[src/rtl/led_sink_pkg.sv]
package led_sink_pkg;

	localparam int NUM_CH       = 16;
	localparam int NUM_GROUPS   = 9;
	localparam int FIFO_DEPTH   = 16;
	localparam int CLK_PERIOD_NS = 100;
	localparam int STAGGER_NS   = 1;
	// Longest time rounds down, but never below one cycle
	localparam int STAGGER_CYC  = (STAGGER_NS / CLK_PERIOD_NS) < 1 ? 1 : (STAGGER_NS / CLK_PERIOD_NS);
	localparam int SYNC_W       = 4;
	localparam int SYNC_SCLK    = 0;
	localparam int SYNC_SDATA   = 1;
	localparam int SYNC_HOLD    = 2;
	localparam int SYNC_BLANK   = 3;
	localparam int MID_CH       = 8;

	typedef struct packed
	{
		logic shift;
		logic sdata;
		logic hold;
	} link_event_t;

	localparam int EVENT_W = $bits(link_event_t);

endpackage

[src/rtl/event_fifo.sv]
`timescale 1ns/100ps
module event_fifo
#(
	parameter int WIDTH = 3,
	parameter int DEPTH = 16
)
(
	input  wire logic             mclk_i,
	input  wire logic             reset_n_i,
	input  wire logic             in_valid_i,
	output logic                  in_ready_o,
	input  wire logic [WIDTH-1:0] in_data_i,
	output logic                  out_valid_o,
	input  wire logic             out_ready_i,
	output logic      [WIDTH-1:0] out_data_o
);
	localparam int AW = $clog2(DEPTH);

	initial
	begin
		if (DEPTH < 2 || (DEPTH & (DEPTH - 1)) != 0 || WIDTH < 1)
			$error("event_fifo: DEPTH must be a power of two >= 2");
	end

	logic [WIDTH-1:0] mem [DEPTH];
	logic [AW-1:0]    wr_ptr;
	logic [AW-1:0]    rd_ptr;
	logic [AW:0]      count;
	logic [AW-1:0]    next_wr_ptr;
	logic [AW-1:0]    next_rd_ptr;
	logic [AW:0]      next_count;
	logic             push;
	logic             pop;

	always_comb
	begin
		push        = in_valid_i && in_ready_o;
		pop         = out_valid_o && out_ready_i;
		next_wr_ptr = push ? AW'(wr_ptr + 1'b1) : wr_ptr;
		next_rd_ptr = pop ? AW'(rd_ptr + 1'b1) : rd_ptr;
		next_count  = (AW+1)'(count + {{AW{1'b0}}, push} - {{AW{1'b0}}, pop});
	end

	always_ff @(posedge mclk_i)
	begin
		if (!reset_n_i)
		begin
			wr_ptr      <= '0;
			rd_ptr      <= '0;
			count       <= '0;
			in_ready_o  <= 1'b1;
			out_valid_o <= 1'b0;
		end
		else
		begin
			wr_ptr      <= next_wr_ptr;
			rd_ptr      <= next_rd_ptr;
			count       <= next_count;
			in_ready_o  <= next_count != (AW+1)'(DEPTH);
			out_valid_o <= next_count != '0;
		end
	end

	always_ff @(posedge mclk_i)
	begin
		if (push)
			mem[wr_ptr] <= in_data_i;
	end

	assign out_data_o = mem[rd_ptr];
endmodule

[src/rtl/led_sink_ctrl.sv]
`timescale 1ns/100ps
//
// Overview of operation
// - Blanking high forces every sink channel off and enables every pre-charge pull-up.
// - Blanking low lets each channel follow its latched bit and disables all pull-ups.
// - With blanking low a latched one turns its channel on and a zero turns it off.
// - Each shift-clock rising edge moves the whole 16-bit shift register one place toward the MSB.
// - The serial data level is loaded into the LSB at every shift-clock rising edge.
// - The chain data output always shows the register MSB and changes only with a shift.
// - While the hold gate is high the latch is transparent and copies the shift register.
// - While the hold gate is low the latch keeps its contents as shifting continues.
// - Shift register and latch have no reset and no default value.
// - Channels switch staggered in nine groups: 0; 1,15; 2,14; ... 7,9; then 8.
// - The stagger applies to turn-on and turn-off, for blanking changes and latch updates.
module led_sink_ctrl
#(
	parameter int NUM_CH     = led_sink_pkg::NUM_CH,
	parameter int FIFO_DEPTH = led_sink_pkg::FIFO_DEPTH
)
(
	input  wire logic              mclk_i,
	input  wire logic              reset_n_i,
	input  wire logic              shift_clk_i,
	input  wire logic              serial_data_input_i,
	input  wire logic              hold_gate_i,
	input  wire logic              blanking_i,
	output logic      [NUM_CH-1:0] sink_channel_o,
	output logic                   precharge_en_o,
	output logic                   chain_data_output_o,
	output logic                   event_ready_o
);
	localparam int CHAIN = led_sink_pkg::NUM_GROUPS * led_sink_pkg::STAGGER_CYC;

	initial
	begin
		if (NUM_CH != led_sink_pkg::NUM_CH)
			$error("led_sink_ctrl: group map serves 16 channels only");
	end

	function automatic int group_of(input int ch);
		if (ch == 0)
			return 0;
		else if (ch <= led_sink_pkg::MID_CH)
			return ch;
		else
			return NUM_CH - ch;
	endfunction

	////////////////////////////////////////////////////////////////////////////
	// Input synchronisers and edge detection

	logic [led_sink_pkg::SYNC_W-1:0] sync1;
	logic [led_sink_pkg::SYNC_W-1:0] sync2;
	logic [led_sink_pkg::SYNC_W-1:0] sync3;
	logic                            sclk_rise;
	logic                            hold_edge;
	logic                            blank_s;
	led_sink_pkg::link_event_t       in_ev;

	always_ff @(posedge mclk_i)
	begin
		sync1 <= {blanking_i, hold_gate_i, serial_data_input_i, shift_clk_i};
		sync2 <= sync1;
		sync3 <= sync2;
	end

	always_comb
	begin
		// Only rising shift-clock edges count; falling ones are discarded here, while both hold-gate edges are queued
		sclk_rise   = sync2[led_sink_pkg::SYNC_SCLK] && !sync3[led_sink_pkg::SYNC_SCLK];
		hold_edge   = sync2[led_sink_pkg::SYNC_HOLD] != sync3[led_sink_pkg::SYNC_HOLD];
		blank_s     = sync2[led_sink_pkg::SYNC_BLANK];
		in_ev.shift = sclk_rise;
		in_ev.sdata = sync2[led_sink_pkg::SYNC_SDATA];
		in_ev.hold  = sync2[led_sink_pkg::SYNC_HOLD];
	end

	////////////////////////////////////////////////////////////////////////////
	// Event queue: keeps shift and hold events in order while output stalls

	logic                      push;
	logic                      ev_valid;
	logic                      pop;
	logic                      busy;
	led_sink_pkg::link_event_t ev;

	assign push = sclk_rise || hold_edge;
	assign pop  = ev_valid && !busy;

	event_fifo #(
		.WIDTH (led_sink_pkg::EVENT_W),
		.DEPTH (FIFO_DEPTH)
	) u_fifo (
		.mclk_i      (mclk_i),
		.reset_n_i   (reset_n_i),
		.in_valid_i  (push),
		.in_ready_o  (event_ready_o),
		.in_data_i   (in_ev),
		.out_valid_o (ev_valid),
		.out_ready_i (!busy),
		.out_data_o  (ev)
	);

	////////////////////////////////////////////////////////////////////////////
	// Shift register, hold gate and latch, deliberately without reset

	logic [NUM_CH-1:0] sreg;
	logic [NUM_CH-1:0] latch;
	logic              hold_q;
	logic [NUM_CH-1:0] next_sreg;
	logic [NUM_CH-1:0] next_latch;
	logic              next_hold;

	always_comb
	begin
		next_sreg = sreg;
		next_hold = hold_q;
		if (pop)
		begin
			next_hold = ev.hold;
			if (ev.shift)
				next_sreg = {sreg[NUM_CH-2:0], ev.sdata};
		end
		next_latch = next_hold ? next_sreg : latch;
	end

	always_ff @(posedge mclk_i)
	begin
		sreg                <= next_sreg;
		latch               <= next_latch;
		hold_q              <= next_hold;
		chain_data_output_o <= next_sreg[NUM_CH-1];
	end

	////////////////////////////////////////////////////////////////////////////
	// Blanking and grouped output stagger

	logic [NUM_CH-1:0] target;
	logic [NUM_CH-1:0] stage [CHAIN];
	logic [NUM_CH-1:0] next_sink;

	always_comb
	begin
		target = blank_s ? '0 : latch;
		// Queue waits until every group has taken the present target
		busy   = 1'b0;
		for (int g = 0; g < CHAIN; g++)
			busy = busy || (stage[g] != target);
		for (int ch = 0; ch < NUM_CH; ch++)
			next_sink[ch] = stage[group_of(ch) * led_sink_pkg::STAGGER_CYC][ch];
	end

	always_ff @(posedge mclk_i)
	begin
		if (!reset_n_i)
		begin
			for (int g = 0; g < CHAIN; g++)
				stage[g] <= '0;
			sink_channel_o <= '0;
			precharge_en_o <= 1'b1;
		end
		else
		begin
			stage[0] <= target;
			for (int g = 1; g < CHAIN; g++)
				stage[g] <= stage[g-1];
			sink_channel_o <= next_sink;
			precharge_en_o <= blank_s;
		end
	end

	////////////////////////////////////////////////////////////////////////////
	// Checks

	// Channels 4 and 12 share one group
	localparam int PAIR_LO = led_sink_pkg::MID_CH / 2;
	localparam int PAIR_HI = NUM_CH - PAIR_LO;

	// Cycles of steady blanking, so the all-off check waits out the stagger
	logic [3:0] blank_cnt;

	always_ff @(posedge mclk_i)
	begin
		if (!reset_n_i)
			blank_cnt <= '0;
		else if (!blank_s)
			blank_cnt <= '0;
		else if (blank_cnt != 4'hf)
			blank_cnt <= blank_cnt + 4'h1;
	end
endmodule

[config.mk]
export PLATFORM = sky130hd
export DESIGN_NAME = led_sink_ctrl
export DESIGN_NICKNAME = d
export VERILOG_FILES = /design/src/rtl/led_sink_pkg.sv /design/src/rtl/event_fifo.sv /design/src/rtl/led_sink_ctrl.sv
export SDC_FILE = /design/constraint.sdc
export NUM_CORES = 1
export LEC_CHECK = 0
export BUFFER_PORTS_ARGS = -buffer_cell sky130_fd_sc_hd__clkbuf_2
export CORE_ASPECT_RATIO = 1.5
export CORE_MARGIN = 2
export CORE_UTILIZATION = 35
export CTS_BUF_LIST = sky130_fd_sc_hd__clkbuf_4 sky130_fd_sc_hd__clkbuf_8
export DETAILED_ROUTE_END_ITERATION = 6
export GPL_TIMING_DRIVEN = 0
export SYNTH_ARGS = -nofsm -noshare
export SYNTH_HDL_FRONTEND = slang
export SYNTH_HIERARCHICAL = 1
export SYNTH_SLANG_ARGS = --single-unit
[constraint.sdc]
create_clock -name mclk_i -period 4.8 [get_ports mclk_i]
set_clock_uncertainty 0.15 [all_clocks]
set_input_delay 0.96 -clock mclk_i [delete_from_list [all_inputs] [get_ports mclk_i]]
set_output_delay 0.96 -clock mclk_i [all_outputs]
set_load 0.02 [all_outputs]
==> reports/metrics.csv, run 1 <==
metric;value;unit
synth_fa_ha_area_share;1.34;%
synth_common_cells;dfxtp_1, and2_1, nor2_1, edfxtp_1, nor3_1;
synthCells;998;
relSlewSlack;28.9;%
setup_tns;0;ps
htreeDepth;2;
grt_pass1_wl;48800;µm
drv_slew;0;
hp-class;flop to flop;
grt_pass1_vias;8053;
cts_buffers;42;
vias;7954;
die_width;148;µm
drt_pass1_iterations;5;
grt_setup_unrepaired;false;
ys_seq_area_share;53.3;%
crit_family;compound AO/OA/AOI/OAI gates;
ctsHoldBuffers;0;
nets;1086;
max-cap-violations;0;
powerDensity;386;nW/µm²
worstRegToRegCells;18;
r2r_end;u_fifo/out_valid_o$_SDFF_PN0_;
outcome;finished, final reports clean;
whs;176;ps
yosysWarnings;6;
dieArea;32300;µm²
yosys.area.top_type;dfxtp_1;
synth-seq-cells;256;
ant_nets;0;
cp-end-kind;flop;
cp_num_buf_inv;3;
cp-endpoint;u_fifo/out_valid_o$_SDFF_PN0_;
crit_chain;or3_1 -> a221o_1 -> a2111oi_2 -> o2111ai_1 -> and4b_2 -> nand3_1 -> nor2_1 -> nand2_1 -> inv_2 -> ha_1 -> inv_1 -> ha_1 -> inv_1 -> fa_1 -> nand2b_1 -> a21oi_1 -> xnor2_1 -> o41a_1;
synth.area.top_cells;dfxtp_1, edfxtp_1, and2_1;
post-synth-top-count-cell;dfxtp_1;
synth_top_cell_area_share;35.5;%
slowest_delay;420;ps
overflow;0;
r2r_slack;240;ps
syn_area;10800;µm²
cts-root-buf;clkbuf_8;
synthArstFlopShare;0;%
worst_pin_slew;1060;ps
synth_enable_flop_cells;64;
cts_tree;built;
route.detailed.drc;0;
synth-xor-area-share;3.00;%
power;4.84;mW
n_antenna_cell;0;
wirelength;32900;µm
grt_max_degree;19;
fp-row-count;78;
clk_pin_slew;70;ps
syn_area_per_cell;10.8;µm²
critPathLaunch;stage[0][44]$_SDFF_PN0_;
yosys.area_share.simple;22.6;%
startpoint_type;flop;
vdd_ir_drop_max;239;µV
p_leak;4.67;nW
synth_nets;1015;
hold_viol_final;0;
muxShareOfSynthArea;5.15;%
final-setup-viol-count;0;
cts_buffer_depth;3;
port_buffers;24;
crit_fanout;4;
ios;25;
drive_gt1_share;17.9;%
drt-initial-drc-count;471;
max_freq;0.219;GHz
antenna_found_initial;0;
worst-path-stages;18;
core_area;30400;µm²
vias_per_cell;5.30;
hpwl;23600;µm
criticalPathCategory;flop to flop;
chipHeight;219;µm
worstPathArrival;4830;ps
synthFlopType;dfxtp_1;
area_growth;15.8;%
reg2reg_from;stage[0][44]$_SDFF_PN0_;
synth_compound_area_share;9.91;%
track_usage;20.3;%
synth_top_family_by_area;simple AND/OR/NAND/NOR gates;
initial_core_util;35.6;%
wire_per_inst;21.9;µm
period_share;95.1;%
clock-sinks;256;
place.gp.congestion;0.924;
period_needed;4560;ps
slowest_stage;or3_1;
crit_required;5060;ps
ys_types;76;
clk_latency;570;ps
## registers in the layout (all words and copies together), names as in the netlist, 2 cells and up, named ones only
signal and flops:
u_fifo/count 5, sink_channel_o 15, latch 16, sreg 15, u_fifo/rd_ptr 4, u_fifo/wr_ptr 4, sync3 2, stage 130
sync2 4, u_fifo/mem 48, sync1 4
## metrics by stage
stage / util, % / instances / cell area, µm² / setup WS (ps)
2_1_floorplan: - / 998 / 10800 / 939
3_3_place_gp: 37.7 / 1422 / 11400 / -263
4_1_cts: 40.8 / 1497 / 12400 / 2.54
3_5_place_dp: 37.7 / 1422 / 11400 / -279
5_1_grt: 41.3 / 1501 / 12500 / 38.4
6_report: 41.3 / 1501 / 12500 / 236
## cell usage in the layout, fill, tap and decap left out, types with 21 or more instances in the layout
| cell | count |
|---|---|
| dfxtp_1 | 192 |
| edfxtp_1 | 64 |
| clkbuf_2 | 31 |
| clkbuf_8 | 52 |
| nand4_1 | 23 |
| nor3_1 | 35 |
| nor2_1 | 66 |
| nand2_1 | 31 |
| buf_4 | 24 |
| xnor2_1 | 29 |
| o21ai_0 | 30 |
| clkbuf_4 | 21 |
| and2_1 | 155 |
| inv_1 | 21 |
## worst min-delay path by stage
stage / startpoint / endpoint / slack, ps / cells after the start
6_report: sync1[3]$_DFF_P_ / sync2[3]$_DFF_P_ / 180 / 0
5_1_grt: sync1[3]$_DFF_P_ / sync2[3]$_DFF_P_ / 180 / 0
4_1_cts: sync1[3]$_DFF_P_ / sync2[3]$_DFF_P_ / 180 / 0
3_5_place_dp: sync1[0]$_DFF_P_ / sync2[0]$_DFF_P_ / 160 / 0
3_3_place_gp: sync1[3]$_DFF_P_ / sync2[3]$_DFF_P_ / 160 / 0
2_1_floorplan: sync1[0]$_DFF_P_ / sync2[0]$_DFF_P_ / 160 / 0
## where the power goes
| group | internal [mW] | leakage (nW) | switching [mW] | total [mW] |
|---|---|---|---|---|
| clock network | 1.19 | 0.487 | 0.862 | 2.06 |
| registers | 2.29 | 2.11 | 0.0577 | 2.35 |
| logic | 0.173 | 2.07 | 0.258 | 0.431 |
## cell families (layout without fill, tap and decap cells)
group | Yosys count | count (layout)
AND/OR/NAND/NOR | 417 | 417
buffers and inverters | 96 | 199
adder cells (fa/ha/maj) | 11 | 11
AO/OA/AOI/OAI | 150 | 150
XOR/XNOR | 37 | 37
flip-flops | 256 | 256
multiplexers | 31 | 31
## repair_timing
action,CTS,global route
setup buffers,0,5
endpoints found under the setup margin,3,3
pin swaps,0,6
gates resized for setup,8,44
## layer usage
metal	wire length [µm]	track usage (%)
met4	2330	14.3
met3	1420	3.72
met2	16800	36.7
met1	12300	21.0
met5	0	0
## final cells by class
cell class / count / area, µm²
fillers: 2926 / 17800
flip-flops and latches: 256 / 5770
multi-input cells: 646 / 4630
clock buffers: 66 / 821
well taps: 400 / 500
plain buffers: 70 / 455
repair buffers: 29 / 158
clock inverters: 10 / 98.8
inverters: 24 / 90.1
No activity file was read; power rests on OpenSTA's default activity.
==> run 2: changes to the inputs <==
--- a/config.mk
+++ b/config.mk
@@ -7,7 +7,7 @@
 export LEC_CHECK = 0
 export BUFFER_PORTS_ARGS = -buffer_cell sky130_fd_sc_hd__clkbuf_2
 export CORE_ASPECT_RATIO = 1.5
-export CORE_MARGIN = 2
+export CORE_MARGIN = 8
 export CORE_UTILIZATION = 35
 export CTS_BUF_LIST = sky130_fd_sc_hd__clkbuf_4 sky130_fd_sc_hd__clkbuf_8
 export DETAILED_ROUTE_END_ITERATION = 6
==> run 2 against run 1 <==
Global-route usage decreased by 2.7 points. Final area fell by 0.27%. Worst setup slack worse by 19 ps. Maximum frequency down 0.42%. Total power fell by 0.85%. Sequential power barely moved. Register-to-register slack worse by 20 ps. Via count increased by 0.10%. Flip-flop and latch count unchanged. Critical path type unchanged. First-iteration DRC count decreased by 15%.
==> reports/metrics.csv, run 2 (synthesis gave the netlist of run 1 again) <==
metric;value;unit
outcome;finished, final reports clean;
use_met3;3.36;%
cp-endpoint;u_fifo/out_valid_o$_SDFF_PN0_;
area_growth;15.5;%
grt_pass1_wl;49200;µm
max-cap-violations;0;
largest_reg_flops;130;
worstPathArrival;4860;ps
power;4.79;mW
crit_family;simple AND/OR/NAND/NOR gates;
vias;7962;
vias_per_cell;5.29;
drive_gt1_share;17.5;%
grt_pass1_vias;8135;
drv_slew;0;
crit_fanout;10;
grt-busiest-layer;met2;
crit_top_cell;inv_1;
final_cell_mix;dfxtp_1, and2_1, nor2_1, edfxtp_1, clkbuf_8;
n_antenna_cell;0;
ant_nets;0;
clk_latency;560;ps
cts_buffer_depth;3;
wire_per_inst;21.6;µm
slowest_delay;400;ps
track_usage;17.6;%
vdd_ir_drop_max;256;µV
max_freq;0.218;GHz
reg.largest.list;stage x130, u_fifo/mem x48, latch x16;
drt-initial-drc-count;400;
grt_max_degree;19;
cp-end-kind;flop;
cts-root-buf;clkbuf_8;
crit_chain;buf_4 -> buf_6 -> clkbuf_2 -> nor2_1 -> nor4_1 -> o22ai_1 -> nor4_4 -> nand2_1 -> nor2_1 -> nand2_1 -> inv_1 -> ha_1 -> inv_1 -> ha_1 -> inv_1 -> fa_1 -> nand2b_1 -> a21oi_1 -> xnor2_1 -> o41a_1;
reg2reg_from;sync2[3]$_DFF_P_;
worst-path-stages;20;
layout_commonest_cell;dfxtp_1;
placed_area;11400;µm²
die_width;160;µm
r2r_end;u_fifo/out_valid_o$_SDFF_PN0_;
final_area;12500;µm²
nets;1085;
hold_viol_final;0;
relSlewSlack;29.3;%
antenna_found_initial;0;
slowest_stage;o41a_1;
fin_cells;1505;
final-setup-viol-count;0;
period_needed;4580;ps
initial_core_util;35.2;%
cts_buffers;42;
cts_tree;built;
hpwl;23500;µm
whs;177;ps
route.detailed.drc;0;
dieArea;36900;µm²
place.gp.congestion;0.951;
clock-sinks;256;
place_inst;1427;
ctsHoldBuffers;0;
met2_usage;31.1;%
worst_pin_slew;1060;ps
core_area;30700;µm²
cp_num_buf_inv;6;
use_met1;18.0;%
hp-class;flop to flop;
drt_pass1_iterations;5;
chipHeight;231;µm
r2r_slack;220;ps
startpoint_type;flop;
powerDensity;384;nW/µm²
critPathLaunch;sync2[3]$_DFF_P_;
p_leak;4.66;nW
period_share;95.5;%
ios;25;
criticalPathCategory;flop to flop;
crit_required;5070;ps
htreeDepth;2;
top_register;stage;
fp-row-count;79;
clk_pin_slew;60;ps
final_util;40.6;%
port_buffers;24;
overflow;0;
wirelength;32500;µm
worstRegToRegCells;20;
[run 2: layer usage]
metal | wire [µm] | part of all wire (%)
met5 | 0 | 0
met2 | 16500 | 51
met3 | 1510 | 4.6
met1 | 12000 | 37
met4 | 2510 | 7.7
[run 2: timing repair]
| action | in CTS | in global routing |
|---|---|---|
| gates resized for setup | 9 | 42 |
| endpoints found under the setup margin | 3 | 3 |
| pin swaps | 1 | 5 |
| cloned | 0 | 0 |
| hold endpoints to repair | 0 | 0 |
| setup buffers | 0 | 4 |
[run 2: report_power, final]
| part | internal (mW) | total [mW] | switching [mW] | leakage (nW) |
|---|---|---|---|---|
| Clock | 1.16 | 2.01 | 0.859 | 0.480 |
| Sequential | 2.29 | 2.35 | 0.0582 | 2.11 |
| Combinational | 0.172 | 0.431 | 0.258 | 2.07 |
[run 2: worst min path at each step]
stage | start | to | slack, ps | cells past startpoint
floorplan | sync1[0]$_DFF_P_ | sync2[0]$_DFF_P_ | 160 | 0
finish | sync1[3]$_DFF_P_ | sync2[3]$_DFF_P_ | 180 | 0
detailed placement | sync1[2]$_DFF_P_ | sync2[2]$_DFF_P_ | 170 | 0
global placement | sync1[2]$_DFF_P_ | sync2[2]$_DFF_P_ | 160 | 0
CTS | sync1[3]$_DFF_P_ | sync2[3]$_DFF_P_ | 180 | 0
global route | sync1[3]$_DFF_P_ | sync2[3]$_DFF_P_ | 180 | 0
[run 2: metrics by stage]
step                worst slack (ps)  TNS [ps]
floorplan                        939         0
global placement                -205      -209
detailed placement              -244      -314
CTS                             3.75         0
global route                   -1.02     -1.02
finish                           216         0
[run 2: final cells by class]
class | instances | area (µm²)
Timing Repair Buffer | 28 | 150
Clock inverter | 10 | 72.6
Inverter | 24 | 90.1
Tap cell | 405 | 507
Clock buffer | 66 | 833
Buffer | 70 | 453
Fill cell | 3002 | 18300
Multi-Input combinational cell | 646 | 4620
Sequential cell | 256 | 5770
